<file path="config.mk">
export PLATFORM = sky130hd
export DESIGN_NAME = clfls_top
export DESIGN_NICKNAME = d
export VERILOG_FILES = /design/src/clfls_lpf.sv /design/src/clfls_top.sv
export SDC_FILE = /design/constraint.sdc
export NUM_CORES = 2
export LEC_CHECK = 0
export ABC_AREA = 1
export BUFFER_PORTS_ARGS = -buffer_cell sky130_fd_sc_hd__buf_4
export CAP_MARGIN = 10
export CORE_ASPECT_RATIO = 0.75
export CORE_MARGIN = 2
export CORE_UTILIZATION = 55
export CTS_BUF_LIST = sky130_fd_sc_hd__clkbuf_16
export CTS_CLUSTER_DIAMETER = 30
export DETAILED_ROUTE_END_ITERATION = 10
export HOLD_SLACK_MARGIN = 0.08
export PLACE_DENSITY = 0.68
export SETUP_SLACK_MARGIN = 0.4
export SYNTH_ARGS = -nofsm -noshare
export SYNTH_HDL_FRONTEND = slang
export SYNTH_SLANG_ARGS = --single-unit
</file>
<file path="constraint.sdc">
create_clock -name mclk -period 16.98 [get_ports mclk]
set_input_delay 2.547 -clock mclk [delete_from_list [all_inputs] [get_ports mclk]]
set_output_delay 2.547 -clock mclk [all_outputs]
set_load 0.02 [all_outputs]
</file>
<file path="src/clfls_lpf.sv">
// Shared package of the capacity flag and load model block, and the
// low-pass filter that smooths the average-current samples.
// Assumes one clock and samples that arrive as one-cycle strobes.

`timescale 1ns/1ps
`default_nettype none

package clfls_pkg;

    // Register byte offsets on the Wishbone bus
    localparam logic [7:0] ADR_CTRL = 8'h00;
    localparam logic [7:0] ADR_REMCAP = 8'h04;
    localparam logic [7:0] ADR_INIT_SET = 8'h08;
    localparam logic [7:0] ADR_INIT_CLR = 8'h0C;
    localparam logic [7:0] ADR_FINAL_SET = 8'h10;
    localparam logic [7:0] ADR_FINAL_CLR = 8'h14;
    localparam logic [7:0] ADR_AVGCUR = 8'h18;
    localparam logic [7:0] ADR_VOLTAGE = 8'h1C;
    localparam logic [7:0] ADR_HOST_AT_RATE_VALUE = 8'h20;
    localparam logic [7:0] ADR_USER_MA = 8'h24;
    localparam logic [7:0] ADR_USER_CW = 8'h28;
    localparam logic [7:0] ADR_DESIGN_CAP = 8'h2C;
    localparam logic [7:0] ADR_DESIGN_ENERGY = 8'h30;
    localparam logic [7:0] ADR_RESERVE_CWH = 8'h34;
    localparam logic [7:0] ADR_LAST_I = 8'h38;
    localparam logic [7:0] ADR_LAST_P = 8'h3C;
    localparam logic [7:0] ADR_STATUS = 8'h40;
    localparam logic [7:0] ADR_LOAD_RATE = 8'h44;
    localparam logic [7:0] ADR_USER_MW = 8'h48;
    localparam logic [7:0] ADR_RESERVE_MWH = 8'h4C;
    localparam logic [7:0] ADR_PRES_I = 8'h50;
    localparam logic [7:0] ADR_PRES_P = 8'h54;
    localparam logic [7:0] ADR_FILT_I = 8'h58;

    // Number of plain configuration words, offsets 0x00 to 0x34
    localparam int CFG_WORDS = 14;

    // Field positions
    localparam int CTRL_MODE_BIT = 0;
    localparam int CTRL_SEL_LSB = 4;
    localparam int STAT_INIT_BIT = 0;
    localparam int STAT_FINAL_BIT = 1;
    localparam int STAT_LOAD_MODEL_STATUS_BIT_BIT = 2;
    localparam int STAT_DSG_BIT = 3;

    // Reset values
    localparam logic RST_LOAD_MODE = 1'b0;
    localparam logic [2:0] RST_LOAD_SEL = 3'h1;
    localparam logic [15:0] RST_WORD = 16'h0000;
    localparam logic [15:0] THR_DISABLED = 16'hFFFF;

    // Timing: filter time constant against the sample period
    localparam int TAU_S = 14;
    localparam int SAMPLE_PERIOD_MS = 1000;
    localparam int LPF_SHIFT = $clog2(TAU_S * 1000 / SAMPLE_PERIOD_MS);
    localparam int LPF_FRAC = 8;
    localparam int MEAN_SHIFT_MAX = 8;

    // Scaling: uW to 10 mW units is x6711 >> 26, divide by five is
    // x13107 >> 16
    localparam logic signed [15:0] PWR_SCALE_MUL = 16'sh1A37;
    localparam int PWR_SCALE_SHIFT = 26;
    localparam logic [15:0] DIV5_MUL = 16'h3333;
    localparam int DIV5_SHIFT = 16;
    localparam logic [3:0] DISPLAY_MUL = 4'hA;

    typedef enum logic [2:0] {
        LS_LAST_RUN = 3'h0,
        LS_PRESENT = 3'h1,
        LS_AVERAGE = 3'h2,
        LS_FILTERED = 3'h3,
        LS_DESIGN_C5 = 3'h4,
        LS_AT_RATE = 3'h5,
        LS_USER_RATE = 3'h6
    } clfls_sel_type;

    typedef struct packed {
        logic loadMode;
        logic [2:0] loadSelect;
    } clfls_ctrl_type;

    typedef struct packed {
        logic initFlag;
        logic finalFlag;
        logic loadModeStatus;
    } clfls_flags_type;

endpackage : clfls_pkg

module clfls_lpf
(
    input wire logic mclk,
    input wire logic rst,
    input wire logic sampleStb,
    input wire logic signed [15:0] sampleIn,
    output logic signed [15:0] filtOut
);
    logic signed [23:0] acc_reg;
    logic signed [23:0] acc_next;
    logic signed [23:0] diff;

    // First-order filter, one step per sample
    always_comb
    begin
        diff = 24'(sampleIn <<< clfls_pkg::LPF_FRAC) - acc_reg;
        acc_next = acc_reg;
        if (sampleStb)
        begin
            acc_next = acc_reg + (diff >>> clfls_pkg::LPF_SHIFT);
        end
    end

    always_ff @(posedge mclk or posedge rst)
    begin
        if (rst)
        begin
            acc_reg <= 24'sh000000;
        end
        else
        begin
            acc_reg <= acc_next;
        end
    end

    assign filtOut = acc_reg[23:8];
endmodule : clfls_lpf

`default_nettype wire

</file>
<file path="src/clfls_top.sv">
// Capacity warning flags with hysteresis and load model rate selection,
// reached as a classic Wishbone slave with 32-bit data.
// Assumes the gauge core writes fresh samples over the bus.
//
// Functional notes
// - Set initial flag when remaining capacity falls below its set level.
// - Clear initial flag only when capacity rises above its clear level.
// - Set final flag when remaining capacity falls below final set level.
// - Final set level of minus one disables setting; compare signed.
// - Clear final flag only if set and capacity exceeds clear level.
// - Load mode 0 selects constant current (default), 1 constant power.
// - Load mode is mirrored into a readable status bit.
// - Current mode: 0 last-run average, 1 present discharge average.
// - Current mode: 2 average current, 3 filtered current, 14 s; the filter uses LPF_SHIFT 4, a 16-sample constant.
// - Current mode: 4 design capacity/5, 5 at-rate, 6 user rate mA.
// - Power mode: 0 last-run average power, 1 present average power.
// - Power mode: 2 average current times voltage, 3 filtered times V.
// - Power mode: 4 design energy/5, 5 at-rate, 6 user rate, 10 mW.
// - Power rate and reserve energy stored in 10 mW units, shown x10.
//
// Our own choices: the register offsets and register access over Wishbone.

`timescale 1ns/1ps
`default_nettype none

module clfls_top
(
    input wire logic mclk,
    input wire logic rst,
    input wire logic wb_cyc_i,
    input wire logic wb_stb_i,
    input wire logic wb_we_i,
    input wire logic [7:0] wb_adr_i,
    input wire logic [3:0] wb_sel_i,
    input wire logic [31:0] wb_dat_i,
    output logic [31:0] wb_dat_o,
    output logic wb_ack_o,
    output logic initFlag,
    output logic finalFlag,
    output logic loadModeStatus,
    output logic signed [15:0] loadRate
);
    typedef enum logic [1:0] {
        DSG_IDLE = 2'b01,
        DSG_ACTIVE = 2'b10
    } clfls_dsg_type;

    ////////////////////////////////////////////////////////////////////
    // Helpers

    function automatic logic [15:0] mergeWord(input logic [15:0] old,
        input logic [31:0] wdat, input logic [3:0] sel);
        logic [15:0] res;
        res = old;
        if (sel[0])
            res[7:0] = wdat[7:0];
        if (sel[1])
            res[15:8] = wdat[15:8];
        return res;
    endfunction : mergeWord

    function automatic int meanShift(input logic [15:0] cnt);
        int s;
        s = 0;
        for (int i = 1; i <= clfls_pkg::MEAN_SHIFT_MAX; i++)
        begin
            if (cnt >= (16'h0001 << i))
                s = i;
        end
        return s;
    endfunction : meanShift

    function automatic logic signed [15:0] toTenMw(
        input logic signed [31:0] microWatt);
        logic signed [47:0] p;
        p = microWatt * clfls_pkg::PWR_SCALE_MUL;
        return 16'(p >>> clfls_pkg::PWR_SCALE_SHIFT);
    endfunction : toTenMw

    ////////////////////////////////////////////////////////////////////
    // State

    logic [15:0] cfg_reg [clfls_pkg::CFG_WORDS];
    logic [15:0] cfg_next [clfls_pkg::CFG_WORDS];
    logic signed [15:0] lastI_reg, lastI_next, lastP_reg, lastP_next;
    logic signed [15:0] presI_reg, presI_next, presP_reg, presP_next;
    logic [15:0] dsgCnt_reg, dsgCnt_next;
    clfls_dsg_type dsg_reg, dsg_next;
    clfls_pkg::clfls_flags_type flags_reg, flags_next;
    logic signed [15:0] loadRate_reg, loadRate_next;
    logic ack_reg, ack_next;
    logic [31:0] rdat_reg, rdat_next;
    logic remStb_reg, remStb_next, smpStb_reg, smpStb_next;

    logic access, wrAcc;
    logic [5:0] wordIdx;
    clfls_pkg::clfls_ctrl_type ctrl;
    logic signed [15:0] remCap, avgCur, filtCur;
    logic signed [31:0] pwrAvg, pwrFilt;
    logic signed [15:0] smpPwr;
    logic [31:0] div5;
    int shiftN;

    assign access = wb_cyc_i && wb_stb_i && !ack_reg;
    // A write lands at the edge that sees ack high, request still held
    assign wrAcc = wb_cyc_i && wb_stb_i && ack_reg && wb_we_i;
    assign wordIdx = wb_adr_i[7:2];
    assign ctrl.loadMode = cfg_reg[0][clfls_pkg::CTRL_MODE_BIT];
    assign ctrl.loadSelect = cfg_reg[0][clfls_pkg::CTRL_SEL_LSB +: 3];
    assign remCap = signed'(cfg_reg[1]);
    assign avgCur = signed'(cfg_reg[6]);

    clfls_lpf u_lpf
    (
        .mclk(mclk),
        .rst(rst),
        .sampleStb(smpStb_reg),
        .sampleIn(avgCur),
        .filtOut(filtCur)
    );

    ////////////////////////////////////////////////////////////////////
    // Next-state logic

    always_comb
    begin
        cfg_next = cfg_reg;
        lastI_next = lastI_reg;
        lastP_next = lastP_reg;
        presI_next = presI_reg;
        presP_next = presP_reg;
        dsgCnt_next = dsgCnt_reg;
        dsg_next = dsg_reg;
        flags_next = flags_reg;
        loadRate_next = loadRate_reg;
        rdat_next = rdat_reg;
        ack_next = access;
        remStb_next = 1'b0;
        smpStb_next = 1'b0;
        pwrAvg = avgCur * signed'({1'b0, cfg_reg[7]});
        pwrFilt = filtCur * signed'({1'b0, cfg_reg[7]});
        smpPwr = toTenMw(pwrAvg);
        shiftN = meanShift(dsgCnt_reg);
        div5 = 32'h00000000;

        // Bus writes; a sample strobe follows a write by one cycle
        if (wrAcc && wordIdx < 6'(clfls_pkg::CFG_WORDS))
        begin
            cfg_next[wordIdx[3:0]] =
                mergeWord(cfg_reg[wordIdx[3:0]], wb_dat_i, wb_sel_i);
            remStb_next = (wb_adr_i == clfls_pkg::ADR_REMCAP);
            smpStb_next = (wb_adr_i == clfls_pkg::ADR_AVGCUR);
        end
        if (wrAcc && wb_adr_i == clfls_pkg::ADR_LAST_I)
            lastI_next = signed'(mergeWord(lastI_reg, wb_dat_i, wb_sel_i));
        if (wrAcc && wb_adr_i == clfls_pkg::ADR_LAST_P)
            lastP_next = signed'(mergeWord(lastP_reg, wb_dat_i, wb_sel_i));

        // Warning flags, evaluated once per new capacity value
        if (remStb_reg)
        begin
            if (remCap > signed'(cfg_reg[3]))
                flags_next.initFlag = 1'b0;
            if (remCap < signed'(cfg_reg[2]))
                flags_next.initFlag = 1'b1;
            if (flags_reg.finalFlag && remCap > signed'(cfg_reg[5]))
                flags_next.finalFlag = 1'b0;
            if (cfg_reg[4] != clfls_pkg::THR_DISABLED
                && remCap < signed'(cfg_reg[4]))
                flags_next.finalFlag = 1'b1;
        end
        flags_next.loadModeStatus = ctrl.loadMode;

        // Discharge tracking: running means, last-run capture at the end
        if (smpStb_reg)
        begin
            case (dsg_reg)
                DSG_IDLE:
                begin
                    if (avgCur < 16'sh0000)
                    begin
                        dsg_next = DSG_ACTIVE;
                        dsgCnt_next = 16'h0001;
                        presI_next = avgCur;
                        presP_next = smpPwr;
                    end
                end
                DSG_ACTIVE:
                begin
                    if (avgCur < 16'sh0000)
                    begin
                        if (dsgCnt_reg != 16'hFFFF)
                            dsgCnt_next = dsgCnt_reg + 16'h0001;
                        presI_next = presI_reg + 16'(
                            (17'(avgCur) - 17'(presI_reg)) >>> shiftN);
                        presP_next = presP_reg + 16'(
                            (17'(smpPwr) - 17'(presP_reg)) >>> shiftN);
                    end
                    else
                    begin
                        dsg_next = DSG_IDLE;
                        lastI_next = presI_reg;
                        lastP_next = presP_reg;
                    end
                end
                default:
                begin
                    dsg_next = DSG_IDLE;
                end
            endcase
        end

        // Load model rate selection
        if (!ctrl.loadMode)
        begin
            div5 = 32'(cfg_reg[11] * clfls_pkg::DIV5_MUL);
            case (clfls_pkg::clfls_sel_type'(ctrl.loadSelect))
                clfls_pkg::LS_LAST_RUN: loadRate_next = lastI_reg;
                clfls_pkg::LS_PRESENT: loadRate_next = presI_reg;
                clfls_pkg::LS_AVERAGE: loadRate_next = avgCur;
                clfls_pkg::LS_FILTERED: loadRate_next = filtCur;
                clfls_pkg::LS_DESIGN_C5:
                    loadRate_next = signed'(div5[31:16]);
                clfls_pkg::LS_AT_RATE:
                    loadRate_next = signed'(cfg_reg[8]);
                clfls_pkg::LS_USER_RATE:
                    loadRate_next = signed'(cfg_reg[9]);
                default: loadRate_next = loadRate_reg;
            endcase
        end
        else
        begin
            div5 = 32'(cfg_reg[12] * clfls_pkg::DIV5_MUL);
            case (clfls_pkg::clfls_sel_type'(ctrl.loadSelect))
                clfls_pkg::LS_LAST_RUN: loadRate_next = lastP_reg;
                clfls_pkg::LS_PRESENT: loadRate_next = presP_reg;
                clfls_pkg::LS_AVERAGE:
                    loadRate_next = toTenMw(pwrAvg);
                clfls_pkg::LS_FILTERED:
                    loadRate_next = toTenMw(pwrFilt);
                clfls_pkg::LS_DESIGN_C5:
                    loadRate_next = signed'(div5[31:16]);
                clfls_pkg::LS_AT_RATE:
                    loadRate_next = signed'(cfg_reg[8]);
                clfls_pkg::LS_USER_RATE:
                    loadRate_next = signed'(cfg_reg[10]);
                default: loadRate_next = loadRate_reg;
            endcase
        end

        // Read data; unmapped addresses read zero
        if (access && !wb_we_i)
        begin
            rdat_next = 32'h00000000;
            if (wordIdx < 6'(clfls_pkg::CFG_WORDS))
                rdat_next = {16'h0000, cfg_reg[wordIdx[3:0]]};
            case (wb_adr_i)
                clfls_pkg::ADR_LAST_I: rdat_next = 32'(lastI_reg);
                clfls_pkg::ADR_LAST_P: rdat_next = 32'(lastP_reg);
                clfls_pkg::ADR_STATUS:
                begin
                    rdat_next[clfls_pkg::STAT_INIT_BIT] = flags_reg.initFlag;
                    rdat_next[clfls_pkg::STAT_FINAL_BIT] =
                        flags_reg.finalFlag;
                    rdat_next[clfls_pkg::STAT_LOAD_MODEL_STATUS_BIT_BIT] =
                        flags_reg.loadModeStatus;
                    rdat_next[clfls_pkg::STAT_DSG_BIT] =
                        (dsg_reg == DSG_ACTIVE);
                end
                clfls_pkg::ADR_LOAD_RATE: rdat_next = 32'(loadRate_reg);
                clfls_pkg::ADR_USER_MW:
                    rdat_next = 32'(signed'(cfg_reg[10])
                        * signed'({1'b0, clfls_pkg::DISPLAY_MUL}));
                clfls_pkg::ADR_RESERVE_MWH:
                    rdat_next = 32'(signed'(cfg_reg[13])
                        * signed'({1'b0, clfls_pkg::DISPLAY_MUL}));
                clfls_pkg::ADR_PRES_I: rdat_next = 32'(presI_reg);
                clfls_pkg::ADR_PRES_P: rdat_next = 32'(presP_reg);
                clfls_pkg::ADR_FILT_I: rdat_next = 32'(filtCur);
                default: rdat_next = rdat_next;
            endcase
        end
    end

    ////////////////////////////////////////////////////////////////////
    // Registers

    always_ff @(posedge mclk or posedge rst)
    begin
        if (rst)
        begin
            for (int i = 0; i < clfls_pkg::CFG_WORDS; i++)
                cfg_reg[i] <= clfls_pkg::RST_WORD;
            cfg_reg[0][clfls_pkg::CTRL_MODE_BIT] <= clfls_pkg::RST_LOAD_MODE;
            cfg_reg[0][clfls_pkg::CTRL_SEL_LSB +: 3] <=
                clfls_pkg::RST_LOAD_SEL;
            lastI_reg <= 16'sh0000;
            lastP_reg <= 16'sh0000;
            presI_reg <= 16'sh0000;
            presP_reg <= 16'sh0000;
            dsgCnt_reg <= 16'h0000;
            dsg_reg <= DSG_IDLE;
            flags_reg <= '0;
            loadRate_reg <= 16'sh0000;
            ack_reg <= 1'b0;
            rdat_reg <= 32'h00000000;
            remStb_reg <= 1'b0;
            smpStb_reg <= 1'b0;
        end
        else
        begin
            cfg_reg <= cfg_next;
            lastI_reg <= lastI_next;
            lastP_reg <= lastP_next;
            presI_reg <= presI_next;
            presP_reg <= presP_next;
            dsgCnt_reg <= dsgCnt_next;
            dsg_reg <= dsg_next;
            flags_reg <= flags_next;
            loadRate_reg <= loadRate_next;
            ack_reg <= ack_next;
            rdat_reg <= rdat_next;
            remStb_reg <= remStb_next;
            smpStb_reg <= smpStb_next;
        end
    end

    assign wb_ack_o = ack_reg;
    assign wb_dat_o = rdat_reg;
    assign initFlag = flags_reg.initFlag;
    assign finalFlag = flags_reg.finalFlag;
    assign loadModeStatus = flags_reg.loadModeStatus;
    assign loadRate = loadRate_reg;
endmodule : clfls_top

`default_nettype wire

</file>
Word level (Yosys, flattened, before mapping)

Index checks and enable logic that the tools add are counted.
W data, S select, Z words.

Add/sub/neg operators: 7
Equality and inequality tests: 25
Shifts and indexed selects: 2
Reductions and logical operators: 23
Multiplexer cells: 55
$mul: 8
Bitwise operators: 1
$lt $le $gt $ge: 16

Operators with widths:

| cell                     | count |
|---|---|
| $mux W16                 | 20 |
| $bwmux W224              | 1 |
| $pmux W16 S7             | 2 |
| $pmux W28 S8             | 1 |
| $mux W32                 | 4 |
| $pmux W16 S2             | 3 |
| $mul A32 B14 Y42 const B | 2 |
| $bmux W16 S4             | 1 |
| $demux W16 S4            | 1 |
| $mul A16 B17 Y32         | 2 |
| $mux W8                  | 8 |
| $sshr A17 B32 Y16        | 2 |
| $mul A16 B14 Y30 const B | 2 |
| $eq A8 B7 Y1 const B     | 7 |
| $mul A16 B4 Y20 const B  | 2 |
| $pmux W4 S9              | 1 |
| $sub A16 B16 Y17         | 2 |
| $add A16 B16 Y16         | 2 |
| $gt A16 B16 Y1           | 2 |
| $lt A16 B16 Y1           | 2 |
| $ne A16 B16 Y1 const B   | 2 |
| $add A24 B20 Y24         | 1 |
| $sub A24 B24 Y24         | 1 |
| $add A16 B1 Y16 const B  | 1 |
| 35 further kinds         | 65 |

Flip-flop bits (word level): 384
Word-level logic and storage cells: 166
Output and inout bits: 52

Longest topological paths before layout

Depth after elaboration: 13
Mapped depth: 79

Cells and area by module

Synthesis repeated with hierarchy kept, for this count alone.

Cell total of the unflattened synthesis: 9361
Area total of the unflattened synthesis: 71563.6 µm²

Modules (own cells, without submodules):

| module    | seq. area each (µm²) | cells each | area each (µm²) | instances |
|---|---|---|---|---|
| clfls_top | 8735.9               | 8786       | 68012.7         | 1 |
| clfls_lpf | 600.6                | 575        | 3550.9          | 1 |

Worst setup path after synthesis

No wires, ideal clock.

Path type: register to register
Start point: reg cfg_reg (netlist bit avgCur[1])
End point: reg presP_reg[14]
Arrival: 13187 ps
Path slack: 3664 ps
Period minus slack after synthesis: 13316 ps
Library setup time: 129 ps
Data required time: 16851 ps
Stages on the path, launching flop included: 68
Cell sequence: dfrtp_1 > clkbuf_1 > buf_1 > nand2_1 > fa_1 > fa_1 > fa_1 > fa_1 > inv_1 > fa_1 > inv_1 > fa_1 > inv_1 > ha_1 > nand2_1 > nor2_1 > nand3_1 > nand3_2 > (+32 left out) > nand2_1 > nand2_1 > nand3_1 > nand3_1 > nand3_1 > nand2_1 > inv_1 > ha_1 > fa_1 > nand3_1 > nand2_1 > nand3_1 > o2111ai_1 > a21o_1 > a21oi_1 > xor2_1 > o21ai_0 > o22ai_1

Word-level cells in the longest chain between the ends: 7
Elaborated cells on any way between the ends: 12

RTL lines:

| element                         | line             | RTL |
|---|---|---|
| start, declared                 | clfls_top.sv:83  | `logic [15:0] cfg_reg [clfls_pkg::CFG_WORDS];` |
| start signal, assigned by index | clfls_top.sv:293 | `cfg_reg[i] <= clfls_pkg::RST_WORD;` |
| start signal, assigned by index | clfls_top.sv:294 | `cfg_reg[0][clfls_pkg::CTRL_MODE_BIT] <= clfls_pkg::RST_LOAD_MODE;` |
| start signal, assigned by index | clfls_top.sv:295 | `cfg_reg[0][clfls_pkg::CTRL_SEL_LSB +: 3] <=` |
| $mul A16 B17 Y32                | clfls_top.sv:140 | `pwrAvg = avgCur * signed'({1'b0, cfg_reg[7]});` |
| $mul A32 B14 Y42                | clfls_top.sv:76  | `p = microWatt * clfls_pkg::PWR_SCALE_MUL;` |
| $sub A16 B16 Y17                | clfls_top.sv:197 | `(17'(smpPwr) - 17'(presP_reg)) >>> shiftN);` |
| $sshr A17 B32 Y16               | clfls_top.sv:197 |  |
| $add A16 B16 Y16                | clfls_top.sv:196 | `presP_next = presP_reg + 16'(` |
| $mux W16                        | clfls_top.sv:190 | `if (avgCur < 16'sh0000)` |
| $pmux W16 S2                    | clfls_top.sv:177 | `case (dsg_reg)` |
| end signal, assigned            | clfls_top.sv:316 | `presP_reg <= presP_next;` |
| end, declared                   | clfls_top.sv:86  | `logic signed [15:0] presI_reg, presI_next, presP_reg, presP_next;` |

Parallel ways exist; a longest one is shown, timed or not. The select of a mux whose other input is x is not followed.
A chain may end at the register's enable or synchronous reset.

Worst setup path in the final report

Start point: reg cfg_reg (netlist bit avgCur[2])
End point: reg presP_reg[14]

The elaborated chain is that of the path after synthesis.

==> out/summary.txt <==
Routed vias/inst = 5.742
Die H = 315.1 um
Reg-to-reg slack, setup = 1.21 ns
CTS max path bufs = 3
Mux cell area share after synthesis = 0.0004232
Commonest register cell after synthesis = dfrtp_1
Most frequent CP cell = fa_1
P&R area growth vs syn = 6.985%
Busiest metal layer after global routing = met1
Rel. slew slack = 0.03768
YS warnings = 0
Distinct cells, synth = 75
Critical path arrival = 16.32 ns
Total global-route track usage = 0.3837
Async SR Flop Fraction = 1.000
Fin. Hold Viols = 0
CTS sink count = 373
Power per cell area = 37.67 nW/um^2
Worst path bufs/invs = 12
CP Class = register to register
Synth Area per Inst = 7.672 sq um
Total CTS buffers = 75
CTS tree = built
RSZ-0062 raised after global routing = no
Final core occ = 0.5913
Post-synth EDFFs = 0
Layout cells sized above 1 = 0.04879
Compound-Gate Fraction of Synth Area = 0.1298
DP Area = 73380 sq um
I/O Buffers = 82
Outcome = finished, final reports clean
DRT antenna net count = 0
Grt met3 use = 0.1116
Slew @ Worst Pin = 1.442 ns
Largest register FFs = 192
Reg clk slew, reported paths = 0.06 ns
Top delay family on crit path = adder cells
DR iter-0 viols = 6780
Routing usage on met2 = 0.5216
Final worst-path cycle share = 0.9287
Mapped Cells = 9248
Critical path fanouts, max = 15
Total iterations of the first detailed-routing run = 6
Max H-tree Level = 3
Adder-cell area share of the yosys netlist = 0.4278
Min Clock Period, post-route = 15.77 ns
First-pass GRT wire length = 380100 um
Io pins = 101
Max cap viols = 0
Setup TNS = 0 ns
Row cnt = 114
Avg WL per Cell = 22.77 um
Clock skew = 0.02542 ns
Grt ovf = 0
DRC = 0
Mapped Area = 70950 sq um
Core Area = 128400 sq um
Max Clock Freq = 0.06341 GHz
Clk root buf = clkbuf_16
Largest net degree at the start of global routing = 128
Die width = 418.7 um
Post-Synth XOR/XNOR Area = 0.02070
Endpoint class of the critical path = register
Antenna violations before repair = 9
Critical Path Max Stage Delay = 0.72 ns
Postcts setup bufs = 0
Via Count = 62999
Clock Latency Late Sink = 0.66 ns
Slowest CP cell = dfrtp_1
Gpl congestion = 1.059
Die Footprint = 131900 sq um
Leak = 43.04 nW
Seq cells post-synth = 373
Final net count = 11174
Post-synthesis sequential area ratio = 0.1316
Peak VDD IR = 0.07056 mV
Crit start category = register
Simple-gate share of the synthesized area = 0.1604
Setup violators final = 0
HPWL after DPL = 204900 um
Post-route cell area = 75910 sq um
Pins Over Slew Limit = 0
Hold Path Class = register to register
Vias in the first global route = 61222
Main combinational cell family by area after synthesis = adder cells
GR Util met1 = 0.5818
Initial core utilization = 0.5527
Syn nets = 11198
Req. time, crit path = 17.53 ns
Detailed Route WL = 249800 um
## synth_stat cells (all sizes together) (18+ instances only)
master,instances,area (sq um)
a211oi,22,165.2
a21o,46,345.3
a21oi,500,2514
a221oi,32,280.3
a22oi,70,525.5
a31oi,50,312.8
buf,74,379.1
clkbuf,223,837.1
dfrtp,371,9284
fa,875,17520
ha,1026,12840
inv,2117,7949
nand2,1917,7226
nand3,249,1266
nand4,45,281.5
nor2,450,1719
nor3,57,300.3
nor4,22,143.9
o211ai,24,180.2
o21ai,583,2922
o21bai,23,172.7
o221ai,45,394.1
o22ai,83,519.3
o31ai,18,148.9
or2,49,306.6
xnor2,55,489.2
xor2,111,979.7
## stage by stage
step | hold WS, ns | power [mW] | cells | setup WS [ns]
after floorplan | 0.3929 | 1.198 | 9248 | 3.664
after global placement | 0.4643 | 1.338 | 10829 | 1.598
after detailed placement | 0.4671 | 1.342 | 10829 | 1.459
after CTS | 0.4787 | 2.846 | 10966 | 1.398
after global routing | 0.4995 | 2.938 | 10967 | 0.4363
final | 0.4841 | 2.859 | 10971 | 1.210
## routing by layer
metal	share of wire	vias to the layer above
met5	0.0015	-
met4	0.033	10
met1	0.46	30613
met2	0.39	2845
li1	-	29146
met3	0.12	385
## layout make-up
cell class | instances | area (sq um)
diodes | 5 | 12.51
flip-flops and latches | 373 | 9338
fillers | 11967 | 52470
clock buffers | 76 | 1902
inverters | 2119 | 7964
repair buffers | 196 | 1471
multi-input cells | 6459 | 52500
well taps | 1682 | 2105
clock inverters | 61 | 616.8
## logic make-up after synthesis
| family | Yosys count |
|---|---|
| adders and majority gates | 1901 |
| AOI/OAI and AO/OA | 1581 |
| and+or+nand+nor | 2808 |
| muxes | 3 |
| DFF | 373 |
| xor gates and xnor gates | 166 |
| buffers and inverters | 2416 |
## worst paths after layout
kind / cells past startpoint / to / from
min: 2 / presP_reg[15] / presP_reg[15]
max in group asynchronous: 4 / cfg_reg[101] / rst
max: 63 / presP_reg[14] / avgCur[2]
min reg2reg: 2 / presP_reg[15] / presP_reg[15]
min in group asynchronous: 2 / wb_dat_o[10] / rst
max reg2reg: 63 / presP_reg[14] / avgCur[2]
## tightest hold or removal path: stages (launching register included)
cell     delay (ns)
dfrtp_1        0.34
nand2_1        0.06
nand2_1        0.05
## cell usage in the layout, fill, tap and decap left out, drive strengths merged, types with 10 or more instances in the layout
cell type / instances
a21oi: 500
o2111ai: 16
o311ai: 10
nor4: 22
inv: 2134
nand4: 45
a2111oi: 14
o211ai: 24
xor2: 111
clkinv: 29
clkbuf: 76
nor2: 450
fa: 875
a22oi: 70
a221oi: 32
a31oi: 50
nand2: 1917
ha: 1026
o21bai: 23
buf: 196
a21o: 46
o31ai: 18
dfrtp: 371
a211oi: 22
o21a: 13
xnor2: 55
nand3: 249
o21ai: 583
or2: 49
nor3: 57
o221ai: 45
o22ai: 83
clkinvlp: 10
## repair_timing
action | CTS | global route
hold buffers | 0 | 0
setup endpoints to repair | 0 | 1
resized for setup | 0 | 1
## power by group
group	switching, mW	total (mW)	internal (mW)	leakage (nW)
Clock	0.582	1.52	0.937	1.22
Combinational	0.298	0.428	0.130	36.7
Sequential	0.0137	0.913	0.899	5.08
Note: power is estimated with default switching activity, not from simulation.
